[src/hw/uirb_pkg.sv]
// uirb_pkg.sv - constants, modulation tables and state types of the serial/infrared core
// Functional notes
// - infrared encoder sends one pulse per zero bit, length (len+1) half clock periods
// - decoder takes high pulses with polarity 0, low pulses with polarity 1
// - with digital filter on, only pulses longer than filter length pass
// - receive pulses shorter than the 150 ns deglitch time are ignored
// - start bit is majority voted; a failed vote drops the character
// - low stop bit flags framing error; both stop bits checked when two
// - parity error when parity bit mismatches count of ones in character
// - overrun set when a character lands before the previous one was read
// - all-zero character sets break flag outside autobaud mode, and receive flag when break enable set
// - summary error flag set whenever framing, parity or overrun is set
// - errored character stored only when receive error enable is set, or for a break when break enable is set
// - error flags stay until cleared by software or buffer read; overrun only by read
// - buffer read keeps overrun if overwritten since status read; summary stays clear
// - receiver idles with generator stopped; start edge runs it, failed start stops it
// - idle-line mode sets idle flag after 10 ones without start, then stops
// - buffer write starts transmit generator; load on next bit clock; flag when free
// - transmitter runs back to back while buffer full, else idles and stops
// - low-frequency mode: bit is prescaler plus modulation clocks, 3-sample vote mid-bit
// - second stage uses 8-entry pattern, start bit never lengthened, restarts per start
// - oversampling mode: 16x clock from prescaler and modulator, bit from 16x clock
// - 16x periods lengthened per 16-entry first-stage pattern, restarting every bit
package uirb_pkg;
	// register byte offsets
	localparam logic [7:0] REG_CTRL = 8'h00;
	localparam logic [7:0] REG_BAUD = 8'h04;
	localparam logic [7:0] REG_IRCTL = 8'h08;
	localparam logic [7:0] REG_STATUS = 8'h0C;
	localparam logic [7:0] REG_RXBUF = 8'h10;
	localparam logic [7:0] REG_TXBUF = 8'h14;
	localparam logic [7:0] REG_FLAGS = 8'h18;
	// control register fields
	localparam int CTRL_SWRST = 0;
	localparam int CTRL_OS16 = 1;
	localparam int CTRL_IREN = 2;
	localparam int CTRL_IRTXCLK = 3;
	localparam int CTRL_IRRXPL = 4;
	localparam int CTRL_IRRXFE = 5;
	localparam int CTRL_RXEIE = 6;
	localparam int CTRL_BRKIE = 7;
	localparam int CTRL_MODE = 8;
	localparam int CTRL_PAREN = 10;
	localparam int CTRL_PAREVEN = 11;
	localparam int CTRL_TWOSTOP = 12;
	localparam int CTRL_W = 13;
	localparam logic [12:0] CTRL_RESET = 13'h0001;
	// baud and infrared register fields
	localparam int BAUD_PRESC = 0;
	localparam int BAUD_MOD2 = 16;
	localparam int BAUD_MOD1 = 20;
	localparam int IR_TXPL = 0;
	localparam int IR_RXFL = 8;
	// status and flags register fields
	localparam int ST_FE = 0;
	localparam int ST_PE = 1;
	localparam int ST_OE = 2;
	localparam int ST_BRK = 3;
	localparam int ST_RXERR = 4;
	localparam int ST_IDLE = 5;
	localparam int ST_RXBUSY = 6;
	localparam int ST_TXBUSY = 7;
	localparam int FL_RX = 0;
	localparam int FL_TX = 1;
	// modes
	localparam logic [1:0] MODE_IDLE_LINE = 2'h1;
	localparam logic [1:0] MODE_AUTOBAUD = 2'h3;
	// timing
	localparam int CLK_PERIOD_NS = 8;
	localparam int DEGLITCH_NS = 150;
	localparam int DEGLITCH_CYC = (DEGLITCH_NS + CLK_PERIOD_NS - 1) / CLK_PERIOD_NS;
	localparam logic [4:0] DEGLITCH_LAST = 5'(DEGLITCH_CYC - 1);
	localparam logic [3:0] DATA_LAST = 4'h7;
	localparam int IDLE_ONES = 10;
	localparam logic [3:0] IDLE_LAST = 4'(IDLE_ONES - 1);
	localparam logic [3:0] FRAME_BASE_BITS = 4'hA;
	localparam logic [4:0] OS_LAST_TICK = 5'h0F;
	localparam logic [4:0] OS_SAMP_TICK = 5'h06;
	localparam logic [20:0] IR_STRETCH_OS = 21'h00000C;
	localparam logic [20:0] IR_STRETCH_LF = 21'h000003;
	localparam logic [6:0] IR_PW_MAX = 7'h7F;
	// modulation patterns, bit i is the lengthening of bit (or 16x period) i
	localparam logic [7:0] M2_TAB [0:7] = '{8'h00, 8'h02, 8'h22, 8'h2A, 8'hAA, 8'hAE, 8'hEE, 8'hFE};
	localparam logic [15:0] M1_TAB [0:15] = '{16'h0000, 16'h0002, 16'h8002, 16'h8006, 16'hC006, 16'hC00E,
		16'hE00E, 16'hE01E, 16'hF01E, 16'hF03E, 16'hF83E, 16'hF87E, 16'hFC7E, 16'hFCFE, 16'hFEFE, 16'hFFFE};
	// state machines
	typedef enum logic [2:0]
	{
		RX_IDLE = 3'b000,
		RX_START = 3'b001,
		RX_DATA = 3'b010,
		RX_PAR = 3'b011,
		RX_STOP = 3'b100,
		RX_WAITIDLE = 3'b101
	} uirb_rx_state_t;
	typedef enum logic [1:0]
	{
		TX_IDLE = 2'b00,
		TX_WAIT = 2'b01,
		TX_SHIFT = 2'b10
	} uirb_tx_state_t;
endpackage

[src/hw/uirb_top.sv]
// uirb_top.sv - serial receive/transmit core with infrared coding and fractional baud generation
`timescale 1ns/1ns
module uirb_top
(
	// clock and reset
	input wire logic sys_clk,
	input wire logic rst_n,
	// apb slave
	input wire logic psel,
	input wire logic penable,
	input wire logic pwrite,
	input wire logic [7:0] paddr,
	input wire logic [31:0] pwdata,
	output logic [31:0] prdata,
	output logic pready,
	output logic pslverr,
	// serial lines
	input wire logic serial_rx_line,
	output logic serial_tx_line,
	// buffer flags
	output logic rx_irq_flag,
	output logic tx_irq_flag
);

	function automatic logic maj3(input logic a, input logic b, input logic c);
		maj3 = (a & b) | (a & c) | (b & c);
	endfunction

	logic rst_meta;
	logic rst_sync_n;
	always_ff @(posedge sys_clk or negedge rst_n)
	begin
		if (!rst_n)
		begin
			rst_meta <= 1'b0;
			rst_sync_n <= 1'b0;
		end
		else
		begin
			rst_meta <= 1'b1;
			rst_sync_n <= rst_meta;
		end
	end

	// configuration
	logic [12:0] ctrl;
	logic [15:0] baud_prescaler;
	logic [2:0] second_stage_modulation;
	logic [3:0] first_stage_modulation;
	logic [5:0] ir_tx_pulse_len;
	logic [5:0] ir_rx_filter_length;
	logic [7:0] rx_buffer;
	logic [7:0] tx_buffer;
	logic framing_error_flag;
	logic parity_error_flag;
	logic overrun_flag;
	logic break_flag;
	logic rx_error_summary;
	logic idle_line_flag;
	logic ov_since_stat;
	uirb_pkg::uirb_rx_state_t rx_state;
	uirb_pkg::uirb_tx_state_t tx_state;

	wire soft_reset_bit = ctrl[uirb_pkg::CTRL_SWRST];
	wire oversample_select = ctrl[uirb_pkg::CTRL_OS16];
	wire infrared_coding_enable = ctrl[uirb_pkg::CTRL_IREN];
	wire ir_tx_pulse_clock_select = ctrl[uirb_pkg::CTRL_IRTXCLK];
	wire ir_rx_polarity = ctrl[uirb_pkg::CTRL_IRRXPL];
	wire ir_rx_filter_enable = ctrl[uirb_pkg::CTRL_IRRXFE];
	wire rx_error_irq_enable = ctrl[uirb_pkg::CTRL_RXEIE];
	wire break_irq_enable = ctrl[uirb_pkg::CTRL_BRKIE];
	wire [1:0] serial_mode_field = ctrl[uirb_pkg::CTRL_MODE +: 2];
	wire parity_enable = ctrl[uirb_pkg::CTRL_PAREN];
	wire parity_even = ctrl[uirb_pkg::CTRL_PAREVEN];
	wire two_stop = ctrl[uirb_pkg::CTRL_TWOSTOP];

	// apb decode; registers answer in the access cycle right after setup
	wire hit_ctrl = paddr == uirb_pkg::REG_CTRL;
	wire hit_baud = paddr == uirb_pkg::REG_BAUD;
	wire hit_irctl = paddr == uirb_pkg::REG_IRCTL;
	wire hit_status = paddr == uirb_pkg::REG_STATUS;
	wire hit_rxbuf = paddr == uirb_pkg::REG_RXBUF;
	wire hit_txbuf = paddr == uirb_pkg::REG_TXBUF;
	wire hit_flags = paddr == uirb_pkg::REG_FLAGS;
	wire mapped = hit_ctrl | hit_baud | hit_irctl | hit_status | hit_rxbuf | hit_txbuf | hit_flags;
	wire apb_setup = psel & ~penable;
	wire apb_done = psel & penable & pready;
	wire wr_any = apb_done & pwrite;
	wire rd_any = apb_done & ~pwrite;
	wire rd_status = rd_any & hit_status;
	wire rd_rxbuf = rd_any & hit_rxbuf;
	wire wr_status = wr_any & hit_status;
	wire wr_txbuf = wr_any & hit_txbuf;

	logic [31:0] rd_mux;
	always_comb
	begin
		rd_mux = 32'h0;
		if (hit_ctrl)
			rd_mux[uirb_pkg::CTRL_W-1:0] = ctrl;
		if (hit_baud)
			rd_mux = {8'h0, first_stage_modulation, 1'b0, second_stage_modulation, baud_prescaler};
		if (hit_irctl)
			rd_mux = {18'h0, ir_rx_filter_length, 2'b0, ir_tx_pulse_len};
		if (hit_status)
			rd_mux[7:0] = {tx_state != uirb_pkg::TX_IDLE, rx_state != uirb_pkg::RX_IDLE, idle_line_flag,
				rx_error_summary, break_flag, overrun_flag, parity_error_flag, framing_error_flag};
		if (hit_rxbuf)
			rd_mux[7:0] = rx_buffer;
		if (hit_txbuf)
			rd_mux[7:0] = tx_buffer;
		if (hit_flags)
			rd_mux[1:0] = {tx_irq_flag, rx_irq_flag};
	end

	always_ff @(posedge sys_clk or negedge rst_sync_n)
	begin
		if (!rst_sync_n)
		begin
			pready <= 1'b0;
			pslverr <= 1'b0;
			prdata <= 32'h0;
		end
		else
		begin
			pready <= apb_setup;
			pslverr <= apb_setup & ~mapped;
			prdata <= (apb_setup & ~pwrite) ? rd_mux : 32'h0;
		end
	end

	always_ff @(posedge sys_clk or negedge rst_sync_n)
	begin
		if (!rst_sync_n)
		begin
			ctrl <= uirb_pkg::CTRL_RESET;
			baud_prescaler <= 16'h0000;
			second_stage_modulation <= 3'h0;
			first_stage_modulation <= 4'h0;
			ir_tx_pulse_len <= 6'h00;
			ir_rx_filter_length <= 6'h00;
		end
		else
		begin
			if (wr_any & hit_ctrl)
				ctrl <= pwdata[uirb_pkg::CTRL_W-1:0];
			if (wr_any & hit_baud)
			begin
				baud_prescaler <= pwdata[uirb_pkg::BAUD_PRESC +: 16];
				second_stage_modulation <= pwdata[uirb_pkg::BAUD_MOD2 +: 3];
				first_stage_modulation <= pwdata[uirb_pkg::BAUD_MOD1 +: 4];
			end
			if (wr_any & hit_irctl)
			begin
				ir_tx_pulse_len <= pwdata[uirb_pkg::IR_TXPL +: 6];
				ir_rx_filter_length <= pwdata[uirb_pkg::IR_RXFL +: 6];
			end
		end
	end

	// baud generators: channel 0 receive, channel 1 transmit; both held cleared (counter, tick and bit index at zero) while run is low
	wire [7:0] mod2_pat = uirb_pkg::M2_TAB[second_stage_modulation];
	wire [15:0] mod1_pat = uirb_pkg::M1_TAB[first_stage_modulation];
	logic [1:0] gen_run;
	logic [1:0] gen_restart;
	logic [1:0] gen_bend;
	logic [1:0] gen_s1;
	logic [1:0] gen_s2;
	logic [1:0] gen_s3;
	for (genvar g = 0; g < 2; g++)
	begin : g_baud
		logic [15:0] cnt;
		logic [4:0] tick;
		logic [2:0] bidx;
		wire m2b = mod2_pat[bidx];
		wire m1b = tick[4] ? 1'b0 : mod1_pat[tick[3:0]];
		wire [16:0] tper = {1'b0, baud_prescaler} + {16'h0, oversample_select ? m1b : m2b};
		wire tend = ({1'b0, cnt} + 17'h1) >= tper;
		// the extra second-stage 16x period carries no first-stage lengthening
		wire last_tick = !oversample_select || (tick == uirb_pkg::OS_LAST_TICK + {4'h0, m2b});
		wire [16:0] half = {1'b0, tper[16:1]};
		assign gen_bend[g] = gen_run[g] & tend & last_tick;
		assign gen_s1[g] = gen_run[g] & (oversample_select ? (tend && tick == uirb_pkg::OS_SAMP_TICK)
			: ({1'b0, cnt} + 17'h1 == half));
		assign gen_s2[g] = gen_run[g] & (oversample_select ? (tend && tick == uirb_pkg::OS_SAMP_TICK + 5'h1)
			: ({1'b0, cnt} == half));
		assign gen_s3[g] = gen_run[g] & (oversample_select ? (tend && tick == uirb_pkg::OS_SAMP_TICK + 5'h2)
			: ({1'b0, cnt} == half + 17'h1));
		always_ff @(posedge sys_clk or negedge rst_sync_n)
		begin
			if (!rst_sync_n)
			begin
				cnt <= 16'h0000;
				tick <= 5'h00;
				bidx <= 3'h0;
			end
			else if (!gen_run[g] || gen_restart[g])
			begin
				cnt <= 16'h0000;
				tick <= 5'h00;
				bidx <= 3'h0;
			end
			else if (tend)
			begin
				cnt <= 16'h0000;
				if (last_tick)
				begin
					tick <= 5'h00;
					bidx <= bidx + 3'h1;
				end
				else
					tick <= tick + 5'h01;
			end
			else
				cnt <= cnt + 16'h0001;
		end
	end

	// receive front end: synchroniser, infrared decoder, deglitch
	logic rx_meta;
	logic rx_s;
	logic [6:0] ir_pw;
	logic ir_taken;
	logic [20:0] ir_str;
	logic [4:0] dg_cnt;
	logic line_f;
	always_ff @(posedge sys_clk or negedge rst_sync_n)
	begin
		if (!rst_sync_n)
		begin
			rx_meta <= 1'b1;
			rx_s <= 1'b1;
		end
		else
		begin
			rx_meta <= serial_rx_line;
			rx_s <= rx_meta;
		end
	end

	wire ir_active = ir_rx_polarity ? !rx_s : rx_s;
	wire ir_accept = ir_active && !ir_taken && (!ir_rx_filter_enable || ir_pw > {1'b0, ir_rx_filter_length});
	// a short infrared pulse is stretched over the sample window of its bit
	wire [20:0] ir_stretch = oversample_select ? {5'h00, baud_prescaler} * uirb_pkg::IR_STRETCH_OS
		: ({5'h00, baud_prescaler} * uirb_pkg::IR_STRETCH_LF) >> 2;
	wire rx_raw = infrared_coding_enable ? (ir_str == 21'h0) : rx_s;
	always_ff @(posedge sys_clk or negedge rst_sync_n)
	begin
		if (!rst_sync_n)
		begin
			ir_pw <= 7'h00;
			ir_taken <= 1'b0;
			ir_str <= 21'h0;
		end
		else
		begin
			if (!ir_active)
			begin
				ir_pw <= 7'h00;
				ir_taken <= 1'b0;
			end
			else
			begin
				if (ir_pw != uirb_pkg::IR_PW_MAX)
					ir_pw <= ir_pw + 7'h01;
				if (ir_accept)
					ir_taken <= 1'b1;
			end
			if (!infrared_coding_enable)
				ir_str <= 21'h0;
			else if (ir_accept)
				ir_str <= ir_stretch;
			else if (ir_str != 21'h0)
				ir_str <= ir_str - 21'h1;
		end
	end

	// a level change is taken only after it held for the whole deglitch time
	always_ff @(posedge sys_clk or negedge rst_sync_n)
	begin
		if (!rst_sync_n)
		begin
			dg_cnt <= 5'h00;
			line_f <= 1'b1;
		end
		else if (rx_raw == line_f)
			dg_cnt <= 5'h00;
		else if (dg_cnt == uirb_pkg::DEGLITCH_LAST)
		begin
			line_f <= rx_raw;
			dg_cnt <= 5'h00;
		end
		else
			dg_cnt <= dg_cnt + 5'h01;
	end

	// receive state machine
	logic [1:0] vs;
	logic [3:0] rx_bits;
	logic [7:0] rx_sh;
	logic rx_par;
	logic rx_stop_cnt;
	logic rx_stop_low;
	logic rx_done;
	logic rx_fe_c;
	logic rx_pe_c;
	logic rx_brk_c;
	logic idle_set;
	logic [3:0] ones_cnt;
	wire vote = maj3(vs[1], vs[0], line_f);
	wire bitv = gen_s3[0];
	assign gen_run[0] = !soft_reset_bit && rx_state != uirb_pkg::RX_IDLE;
	assign gen_restart[0] = rx_state == uirb_pkg::RX_WAITIDLE && !line_f;

	always_ff @(posedge sys_clk or negedge rst_sync_n)
	begin
		if (!rst_sync_n)
			vs <= 2'b11;
		else if (gen_s1[0] | gen_s2[0])
			vs <= {vs[0], line_f};
	end

	always_ff @(posedge sys_clk or negedge rst_sync_n)
	begin
		if (!rst_sync_n)
		begin
			rx_state <= uirb_pkg::RX_IDLE;
			rx_bits <= 4'h0;
			rx_sh <= 8'h00;
			rx_par <= 1'b0;
			rx_stop_cnt <= 1'b0;
			rx_stop_low <= 1'b0;
			rx_done <= 1'b0;
			rx_fe_c <= 1'b0;
			rx_pe_c <= 1'b0;
			rx_brk_c <= 1'b0;
			idle_set <= 1'b0;
			ones_cnt <= 4'h0;
		end
		else
		begin
			rx_done <= 1'b0;
			idle_set <= 1'b0;
			if (soft_reset_bit)
				rx_state <= uirb_pkg::RX_IDLE;
			else
			begin
				case (rx_state)
					uirb_pkg::RX_IDLE, uirb_pkg::RX_WAITIDLE:
					begin
						if (!line_f)
						begin
							rx_state <= uirb_pkg::RX_START;
							rx_stop_cnt <= 1'b0;
							rx_stop_low <= 1'b0;
						end
						else if (rx_state == uirb_pkg::RX_WAITIDLE && bitv && vote)
						begin
							if (ones_cnt == uirb_pkg::IDLE_LAST)
							begin
								idle_set <= 1'b1;
								rx_state <= uirb_pkg::RX_IDLE;
							end
							else
								ones_cnt <= ones_cnt + 4'h1;
						end
					end
					uirb_pkg::RX_START:
						if (bitv)
						begin
							rx_state <= vote ? uirb_pkg::RX_IDLE : uirb_pkg::RX_DATA;
							rx_bits <= 4'h0;
						end
					uirb_pkg::RX_DATA:
						if (bitv)
						begin
							rx_sh <= {vote, rx_sh[7:1]};
							rx_bits <= rx_bits + 4'h1;
							if (rx_bits == uirb_pkg::DATA_LAST)
								rx_state <= parity_enable ? uirb_pkg::RX_PAR : uirb_pkg::RX_STOP;
						end
					uirb_pkg::RX_PAR:
						if (bitv)
						begin
							rx_par <= vote;
							rx_state <= uirb_pkg::RX_STOP;
						end
					uirb_pkg::RX_STOP:
						if (bitv)
						begin
							if (two_stop && !rx_stop_cnt)
							begin
								rx_stop_cnt <= 1'b1;
								rx_stop_low <= !vote;
							end
							else
							begin
								rx_done <= 1'b1;
								rx_fe_c <= !vote || rx_stop_low;
								rx_pe_c <= parity_enable && ((^{rx_sh, rx_par}) == parity_even);
								rx_brk_c <= rx_sh == 8'h00 && !(parity_enable && rx_par) && !vote
									&& (!two_stop || rx_stop_low) && serial_mode_field != uirb_pkg::MODE_AUTOBAUD;
								ones_cnt <= 4'h0;
								rx_state <= (serial_mode_field == uirb_pkg::MODE_IDLE_LINE)
									? uirb_pkg::RX_WAITIDLE : uirb_pkg::RX_IDLE;
							end
						end
					default:
						rx_state <= uirb_pkg::RX_IDLE;
				endcase
			end
		end
	end

	// receive buffer and flags; a setting event wins over a read or write-one clear in the same cycle, soft reset wins over both
	wire err_c = rx_fe_c | rx_pe_c;
	wire store = rx_done & (!err_c | rx_error_irq_enable | (rx_brk_c & break_irq_enable));
	wire oe_set = store & rx_irq_flag & !rd_rxbuf;
	always_ff @(posedge sys_clk or negedge rst_sync_n)
	begin
		if (!rst_sync_n)
		begin
			rx_buffer <= 8'h00;
			rx_irq_flag <= 1'b0;
			framing_error_flag <= 1'b0;
			parity_error_flag <= 1'b0;
			overrun_flag <= 1'b0;
			break_flag <= 1'b0;
			rx_error_summary <= 1'b0;
			idle_line_flag <= 1'b0;
			ov_since_stat <= 1'b0;
		end
		else if (soft_reset_bit)
		begin
			rx_irq_flag <= 1'b0;
			framing_error_flag <= 1'b0;
			parity_error_flag <= 1'b0;
			overrun_flag <= 1'b0;
			break_flag <= 1'b0;
			rx_error_summary <= 1'b0;
			idle_line_flag <= 1'b0;
			ov_since_stat <= 1'b0;
		end
		else
		begin
			if (rd_status | rd_rxbuf)
				ov_since_stat <= 1'b0;
			if (rd_rxbuf)
			begin
				rx_irq_flag <= 1'b0;
				framing_error_flag <= 1'b0;
				parity_error_flag <= 1'b0;
				break_flag <= 1'b0;
				rx_error_summary <= 1'b0;
				if (!ov_since_stat)
					overrun_flag <= 1'b0;
			end
			// write one to clear; overrun ignores this path
			if (wr_status)
			begin
				if (pwdata[uirb_pkg::ST_FE])
					framing_error_flag <= 1'b0;
				if (pwdata[uirb_pkg::ST_PE])
					parity_error_flag <= 1'b0;
				if (pwdata[uirb_pkg::ST_BRK])
					break_flag <= 1'b0;
				if (pwdata[uirb_pkg::ST_RXERR])
					rx_error_summary <= 1'b0;
				if (pwdata[uirb_pkg::ST_IDLE])
					idle_line_flag <= 1'b0;
			end
			if (rx_done & rx_fe_c)
				framing_error_flag <= 1'b1;
			if (rx_done & rx_pe_c)
				parity_error_flag <= 1'b1;
			if (rx_done & rx_brk_c)
				break_flag <= 1'b1;
			if (oe_set)
			begin
				overrun_flag <= 1'b1;
				ov_since_stat <= 1'b1;
			end
			if ((rx_done & err_c) | oe_set)
				rx_error_summary <= 1'b1;
			if (store)
			begin
				rx_buffer <= rx_sh;
				rx_irq_flag <= 1'b1;
			end
			if (idle_set)
				idle_line_flag <= 1'b1;
		end
	end

	// transmitter
	logic tx_full;
	logic [11:0] tx_sh;
	logic [3:0] tx_left;
	logic [21:0] ir_cnt;
	wire tx_par_bit = ^tx_buffer ^ !parity_even;
	wire [11:0] tx_frame = parity_enable ? {2'b11, tx_par_bit, tx_buffer, 1'b0} : {3'b111, tx_buffer, 1'b0};
	wire [3:0] tx_len = uirb_pkg::FRAME_BASE_BITS + {3'h0, parity_enable} + {3'h0, two_stop};
	wire tx_last = tx_left == 4'h1;
	wire tx_load = gen_bend[1] && (tx_state == uirb_pkg::TX_WAIT
		|| (tx_state == uirb_pkg::TX_SHIFT && tx_last && tx_full));
	assign gen_run[1] = !soft_reset_bit && tx_state != uirb_pkg::TX_IDLE;
	assign gen_restart[1] = tx_load;

	always_ff @(posedge sys_clk or negedge rst_sync_n)
	begin
		if (!rst_sync_n)
		begin
			tx_buffer <= 8'h00;
			tx_full <= 1'b0;
			tx_irq_flag <= 1'b1;
		end
		else if (soft_reset_bit)
		begin
			tx_full <= 1'b0;
			tx_irq_flag <= 1'b1;
		end
		else
		begin
			if (tx_load)
			begin
				tx_full <= 1'b0;
				tx_irq_flag <= 1'b1;
			end
			if (wr_txbuf)
			begin
				tx_buffer <= pwdata[7:0];
				tx_full <= 1'b1;
				tx_irq_flag <= 1'b0;
			end
		end
	end

	always_ff @(posedge sys_clk or negedge rst_sync_n)
	begin
		if (!rst_sync_n)
		begin
			tx_state <= uirb_pkg::TX_IDLE;
			tx_sh <= 12'hFFF;
			tx_left <= 4'h0;
		end
		else if (soft_reset_bit)
		begin
			tx_state <= uirb_pkg::TX_IDLE;
			tx_sh <= 12'hFFF;
		end
		else if (tx_load)
		begin
			tx_state <= uirb_pkg::TX_SHIFT;
			tx_sh <= tx_frame;
			tx_left <= tx_len;
		end
		else
		begin
			case (tx_state)
				uirb_pkg::TX_IDLE:
					if (tx_full)
						tx_state <= uirb_pkg::TX_WAIT;
				uirb_pkg::TX_WAIT:
					tx_state <= uirb_pkg::TX_WAIT;
				uirb_pkg::TX_SHIFT:
					if (gen_bend[1])
					begin
						if (tx_last)
						begin
							tx_state <= uirb_pkg::TX_IDLE;
							tx_sh <= 12'hFFF;
						end
						else
						begin
							tx_sh <= {1'b1, tx_sh[11:1]};
							tx_left <= tx_left - 4'h1;
						end
					end
				default:
					tx_state <= uirb_pkg::TX_IDLE;
			endcase
		end
	end

	// infrared encoder: pulse length counted in half periods, rounded up to whole clocks
	wire ir_bit0 = tx_load | (tx_state == uirb_pkg::TX_SHIFT && gen_bend[1] && !tx_last && !tx_sh[1]);
	wire [22:0] ir_halves = {16'h0000, 7'({1'b0, ir_tx_pulse_len} + 7'h01)}
		* (ir_tx_pulse_clock_select ? {7'h00, baud_prescaler} : 23'h000001);
	wire [22:0] ir_len = (ir_halves + 23'h000001) >> 1;
	always_ff @(posedge sys_clk or negedge rst_sync_n)
	begin
		if (!rst_sync_n)
			ir_cnt <= 22'h0;
		else if (soft_reset_bit || !infrared_coding_enable)
			ir_cnt <= 22'h0;
		else if (ir_bit0)
			ir_cnt <= ir_len[21:0];
		else if (ir_cnt != 22'h0)
			ir_cnt <= ir_cnt - 22'h1;
	end

	always_ff @(posedge sys_clk or negedge rst_sync_n)
	begin
		if (!rst_sync_n)
			serial_tx_line <= 1'b1;
		else
			serial_tx_line <= infrared_coding_enable ? (ir_cnt != 22'h0) : tx_sh[0];
	end

endmodule

[config.mk]
export PLATFORM = sky130hd
export DESIGN_NAME = uirb_top
export DESIGN_NICKNAME = d
export VERILOG_FILES = /design/src/hw/uirb_pkg.sv /design/src/hw/uirb_top.sv
export SDC_FILE = /design/constraint.sdc
export NUM_CORES = 1
export LEC_CHECK = 0
export BUFFER_PORTS_ARGS = -buffer_cell sky130_fd_sc_hd__buf_2
export CAP_MARGIN = 10
export CORE_MARGIN = 3
export CORE_UTILIZATION = 50
export DETAILED_ROUTE_END_ITERATION = 12
export GPL_TIMING_DRIVEN = 0
export PLACE_DENSITY = 0.67
export SLEW_MARGIN = 20
export SYNTH_ARGS = -nofsm -noshare
export SYNTH_HDL_FRONTEND = slang
export SYNTH_SLANG_ARGS = --single-unit
[constraint.sdc]
create_clock -name sys_clk -period 9 [get_ports sys_clk]
set_clock_uncertainty 0.15 [all_clocks]
set_input_delay 1.35 -clock sys_clk [delete_from_list [all_inputs] [get_ports sys_clk]]
set_output_delay 1.35 -clock sys_clk [all_outputs]
set_load 0.05 [all_outputs]
==> results of run 1 <==
-- cells by family after synthesis --
| family | count (synthesis) | synth area share [%] |
|---|---|---|
| flip-flops | 254 | 32.9 |
| multiplexers | 109 | 6.20 |
| other | 2 | 0.0387 |
| AND/OR/NAND/NOR | 776 | 19.7 |
| AO/OA/AOI/OAI | 375 | 12.6 |
| adder cells (fa/ha/maj) | 196 | 15.3 |
| XOR/XNOR | 183 | 8.45 |
| buffers and inverters | 235 | 4.74 |
-- cell usage after synthesis, drive strengths merged, types with 29 or more instances --
library cell    n
o21ai          83
xnor2         106
nand3          81
nor3           49
nor2          200
a211oi         42
clkbuf         75
fa             70
ha            124
dfrtp         236
and3           39
xor2           75
mux2           89
nand2b         29
nor2b          47
nand2         193
inv           141
a21oi         103
-- critical path, delay by kind of cell, from the launching register on --
| family | cells | cell delay, ns |
|---|---|---|
| AOI/OAI and AO/OA | 4 | 1.18 |
| buffers and inverters | 5 | 2.37 |
| and+or+nand+nor | 8 | 1.89 |
| DFF | 1 | 0.32 |
| xor gates and xnor gates | 1 | 0.13 |
| adders and majority gates | 3 | 0.87 |
-- metal layers --
layer  global-route usage [%]  vias up  part of all wire [%]  wire, um
li1                         -     7628                     -         -
met1                     35.3     7965                    44     23400
met2                     41.1      551                    46     24000
met3                     3.83      103                   6.7      3550
met4                     8.17        0                   3.2      1670
met5                        0        -                     0         0
-- metrics by stage --
step | utilization (%) | std cells
floorplan | - | 2138
global placement | 53.7 | 2712
detailed placement | 54.2 | 2720
CTS | 56.8 | 2775
global route | 56.8 | 2775
finish | 56.8 | 2775
-- cell type report --
class	instances	area, um2
buffer	94	389
clock buffer	41	852
clock inverter	14	148
fill	3417	16400
inverter	141	529
multi-input combinational	1649	12100
sequential	254	6380
tap	511	639
timing repair buffer	71	470
-- worst paths after layout --
kind | startpoint | to | slack (ns) | cells past startpoint
worst max-delay path | ctrl[1] | ir_cnt[7] | 1.92 | 21
worst min-delay path | rst_sync_n | ir_cnt[3] | 0.08 | 0
worst max register to register | ctrl[1] | ir_cnt[7] | 1.92 | 21
worst min register to register | rst_sync_n | ir_cnt[3] | 0.08 | 0
max in group asynchronous | rst_sync_n | line_f | 7.15 | 4
min in group sys_clk | rx_meta | rx_s | 0.20 | 0
-- report_power, final --
group	leakage [nW]	internal (W)	total, W	switching [W]
registers	3.45	0.00118	0.00120	0.0000276
logic	6.26	0.0000832	0.000258	0.000175
clock network	0.490	0.000720	0.00123	0.000515
-- flip-flops by register name, summed over array words and instances, names as in the netlist, 4 cells and up --
| signal | count |
|---|---|
| g_baud.cnt | 32 |
| prdata | 23 |
| ir_cnt | 22 |
| ir_str | 21 |
| baud_prescaler | 16 |
| ctrl | 13 |
| g_baud.tick | 10 |
| tx_sh | 10 |
| rx_buffer | 8 |
| rx_sh | 8 |
| tx_buffer | 8 |
| ir_pw | 7 |
| g_baud.bidx | 6 |
| ir_rx_filter_length | 6 |
| ir_tx_pulse_len | 6 |
| dg_cnt | 5 |
| first_stage_modulation | 4 |
| ones_cnt | 4 |
| rx_bits | 4 |
| tx_left | 4 |
==> results.txt, run 1 <==
Crit-path most repeated cell: clkbuf_1
Final setup viols: 0
# Post-CTS Setup Buffers: 0
Synth Flop Type: dfrtp_1
Setup TNS: 0 ns
Ratio of cells with drive above 1 in the final layout: 11.5%
Max Fclk: 0.141 GHz
Initial antenna violation count: 2
CTS max path bufs: 3
Critical-path top delay cell: clkbuf_1
Setup ws final: 1.92 ns
Mapped Cells: 2,130
Post-cts resize count: 0
Fin crit share: 78.7%
Post-CTS Hold Buffers: 0
CTS tree: done
Period minus WS final: 7.08 ns
Outcome: completed
Most frequent cells in the layout: dfrtp_1 (235), nor2_1 (199), nand2_1 (192)
Synth async-reset ratio: 100%
Leakage: 10.2 nW
Placer Congestion: 0.933
Pwr Density: 125 nW/um2
Mean Syn Cell Area: 9.10 um2
CP Launch Type: flop
Cell taking the most area after synthesis: dfrtp_1
Worst stage delay on the critical path: 0.64 ns
CTS sink cnt: 254
Antenna cells: 0
CTS H-tree lvls: 1
DP Area: 20,500 um2
Nets@finish: 2,481
EDFF count, synth: 0
VDD IR max: 0.148 mV
Area delta synth->final: 11.1%
WL per Instance: 19.0 um
Area fraction of the dominant cell type after synthesis: 30.5%
Hpwl dp: 40,800 um
Total CTS buffers: 30
CP Class: reg -> reg
Die Span X: 203 um
Skew-Pair Late Insertion Delay: 0.59 ns
Final wirelength: 52,700 um
Maximum number of pins on one net before global-route repair: 57
Fin. Hold Viols: 0
ANT nets after route: 0
Vias in the first global route: 16.2k
Synth cell types: 81
Buffers on Ports: 63
Mapped cell area: 19,400 um2
Syn. warnings: 0
Core Area: 37,900 um2
DRT Pass-1 Iters: 7
Placement Rows: 71
Initial DRC Count: 1,315
Most common cell after layout, fill and taps aside: dfrtp_1
Final Cell Area: 21,500 um2
GRT Residual Overflow: 0
Max-slew violations: 0
Place WS: 1.92 ns
#FFs+latches synth: 254
CTS clk-pin slew, worst paths: 0.06 ns
Total number of vias: 16.2k
CP Capture Type: flop
Max_cap viols: 0
Worst-margin pin slew: 1.18 ns
Synth area leaders: dfrtp_1 (30%), ha_1 (8.0%), fa_1 (7.2%)
RSZ-0062 raised after global routing: no
CP max FO: 10
Hold WS: 0.0774 ns
Starting Density: 51.1%
Routed vias/inst: 5.85
Ports: 83
Sequential area share after synthesis: 32.9%
Worst Hold Class: reg -> async
DRC Markers: 0
Relative slew margins: 20.6%
Critical Path, Cell by Cell: clkbuf_1 > clkbuf_1 > clkbuf_1 > o21ai_0 > ha_1 > ha_1 > nand3_1 > nor2_1 > xnor2_1 > ha_1 > nand3_1 > or3_1 > a21oi_1 > nor4b_1 > a21oi_1 > nand2_1 > or3_1 > clkbuf_1 > clkbuf_1 > nor2_1 > a211oi_1
Clock root buffer: clkbuf_16
Power Total: 0.00270 W
Die area: 41,200 um2
GRT Total Usage: 25.4%
Global-route wire length before repair: 85,200 um
Required @ worst endpoint: 9.29 ns
WP data arrival: 7.37 ns
Die Span Y: 203 um
Power figures use the tool's default switching activity.
==> run 2, diff against run 1 <==
--- a/config.mk
+++ b/config.mk
@@ -5,13 +5,14 @@
 export SDC_FILE = /design/constraint.sdc
 export NUM_CORES = 1
 export LEC_CHECK = 0
+export ABC_AREA = 1
 export BUFFER_PORTS_ARGS = -buffer_cell sky130_fd_sc_hd__buf_2
 export CAP_MARGIN = 10
 export CORE_MARGIN = 3
 export CORE_UTILIZATION = 50
 export DETAILED_ROUTE_END_ITERATION = 12
 export GPL_TIMING_DRIVEN = 0
-export PLACE_DENSITY = 0.67
+export PLACE_DENSITY = 0.69
 export SLEW_MARGIN = 20
 export SYNTH_ARGS = -nofsm -noshare
 export SYNTH_HDL_FRONTEND = slang
==> constraint.sdc (replaced) <==
create_clock -name sys_clk -period 6.5 [get_ports sys_clk]
set_clock_uncertainty 0.15 [all_clocks]
set_input_delay 0.975 -clock sys_clk [delete_from_list [all_inputs] [get_ports sys_clk]]
set_output_delay 0.975 -clock sys_clk [all_outputs]
set_load 0.05 [all_outputs]
==> results.txt, run 2 <==
GRT Total Usage: 27.5%
Global-route wire length before repair: 94,400 um
Reg with most FFs: g_baud.cnt
Critical Path, Cell by Cell: ha_1 > nand4_1 > nor2_1 > clkbuf_1 > nand2_1 > fa_1 > inv_1 > fa_1 > fa_1 > fa_1 > ha_1 > nand2_1 > nor4_1 > nand4_1 > nand3_1 > nand3_1 > nand2_1 > xnor2_1 > nand2_1 > nand2_1 > nor2_1
EDFF count, synth: 0
Max FFs per register: 32
Critical-path top delay cell: fa_1
Setup TNS: 0 ns
CP max FO: 10
Syn. warnings: 0
Worst-margin pin slew: 0.799 ns
Worst path bufs/invs: 2
Top flop regs: g_baud.cnt x32, prdata x23, ir_cnt x22
Leakage: 11.6 nW
GRT Residual Overflow: 0
Core Area: 39,200 um2
Total CTS buffers: 30
Pwr Density: 166 nW/um2
CTS max path bufs: 3
Area delta synth->final: 10.7%
CTS tree: done
Die area: 42,700 um2
Final Util: 56.9%
Most common cell after layout, fill and taps aside: nand2_1
Metal-1 WL: 25,800 um
Ratio of cells with drive above 1 in the final layout: 7.63%
CP Launch Type: flop
Die Span X: 207 um
Worst stage delay on the critical path: 0.57 ns
RSZ-0062 raised after global routing: no
Max_cap viols: 0
Die Span Y: 207 um
Mapped Cells: 2,748
Skew-Pair Late Insertion Delay: 0.61 ns
Most frequent cells after synthesis: nand2_1 (639), inv_1 (410), nor2_1 (298)
Initial antenna violation count: 0
DRC Markers: 0
Required @ worst endpoint: 6.81 ns
Relative slew margins: 46.3%
Clock root buffer: clkbuf_16
Routed length on met2: 27,400 um
Top Family by Delay on Critical Path: adder cells
Placement Rows: 72
WL per Instance: 17.3 um
Maximum number of pins on one net before global-route repair: 54
Initial DRC Count: 1,635
WP data arrival: 6.39 ns
CTS clk-pin slew, worst paths: 0.06 ns
Antenna cells: 0
DR top layer: met4
Cell taking the most area after synthesis: dfrtp_1
Top-count cell post-synth: nand2_1
VDD IR max: 0.226 mV
Starting Density: 51.4%
CP Class: reg -> reg
Final setup viols: 0
CTS H-tree lvls: 1
Sequential area share after synthesis: 31.7%
Synth cell types: 60
Nets@finish: 3,098
Placer Congestion: 0.956
Max-slew violations: 0
Fin. Hold Viols: 0
Synth async-reset ratio: 100%
CP Capture Type: flop
Max Fclk: 0.165 GHz
DRT Pass-1 Iters: 9
Routed vias/inst: 5.59
Total number of vias: 19.0k
Outcome: completed
ANT nets after route: 0
Buffers on Ports: 64
Synth Flop Type: dfrtp_1
Synth area leaders: dfrtp_1 (29%), nand2_1 (12%), ha_1 (7.7%)
Hpwl dp: 46,700 um
Final wirelength: 58,900 um
Ports: 83
Area fraction of the dominant cell type after synthesis: 29.3%
Worst Hold Class: reg -> async
Mean Syn Cell Area: 7.33 um2
Period minus WS final: 6.08 ns
Most frequent cells in the layout: nand2_1 (639), inv_1 (410), nor2_1 (298)
#FFs+latches synth: 254
CTS sink cnt: 254
Fin crit share: 93.5%
Mapped cell area: 20,100 um2
# Post-CTS Setup Buffers: 0
Metal3 WL: 3540 um
Crit-path most repeated cell: nand2_1
Vias in the first global route: 18.4k
[run 2: final timing paths]
path                                          from    endpoint  slack, ns  cells past startpoint
worst min register to register          rst_sync_n  rx_bits[0]       0.15                      0
worst min-delay path                    rst_sync_n  rx_bits[0]       0.15                      0
worst max-delay path            ir_tx_pulse_len[1]  ir_cnt[21]       0.42                     21
min in group sys_clk                      rst_meta  rst_sync_n       0.20                      0
max in group asynchronous               rst_sync_n        rx_s       4.75                      3
worst max register to register  ir_tx_pulse_len[1]  ir_cnt[21]       0.42                     21
[run 2: cell type report]
| cell class | instances | area (um2) |
|---|---|---|
| multi-input combinational | 2018 | 11900 |
| timing repair buffer | 70 | 453 |
| clock buffer | 44 | 833 |
| tap | 518 | 648 |
| inverter | 419 | 1580 |
| fill | 3764 | 16900 |
| clock inverter | 12 | 145 |
| buffer | 65 | 304 |
| sequential | 254 | 6380 |
[run 2: metrics by stage]
step	std cells	instance area [um2]	hold slack, ns	power [W]	setup WS, ns
final	3400	22300	0.154	0.00371	0.423
after global routing	3400	22300	0.184	0.00385	0.0231
after CTS	3400	22300	0.171	0.00374	0.150
after detailed placement	3343	21300	0.164	0.00205	0.237
after global placement	3338	21100	0.186	0.00203	0.262
after floorplan	2756	20200	0.181	0.00194	1.08
[run 2: per-layer routing]
| layer | GRT usage (%) | up-vias |
|---|---|---|
| met3 | 3.29 | 135 |
| met5 | 0 | - |
| met4 | 9.17 | 0 |
| li1 | - | 9100 |
| met2 | 45.5 | 651 |
| met1 | 37.6 | 9105 |
[run 2: cells by family after synthesis]
group                      synth area share, %
and+or+nand+nor                           26.0
buffers and inverters                     9.31
AOI/OAI and AO/OA                         13.0
DFF                                       31.7
adders and majority gates                 14.7
xor gates and xnor gates                  5.31
other                                   0.0373
muxes                                   0.0559
[run 2: power breakdown]
part           internal, W  switching [W]
sequential         0.00162      0.0000305
combinational     0.000138       0.000239
clock             0.000971       0.000711
total              0.00273       0.000980
[run 2: worst reg2reg max path, delay by kind of cell, from the launching register on]
kind / cells / cell delay, ns
XOR/XNOR: 1 / 0.12
adder cells (fa/ha/maj): 6 / 2.76
buffers and inverters: 2 / 0.51
flip-flops: 1 / 0.46
AND/OR/NAND/NOR: 12 / 1.93
[run 2: repair_timing]
action,in CTS,in global routing
hold buffers,1,0
gates resized for setup,0,14
endpoints found under the setup margin,0,22
hold endpoints to repair,2,0
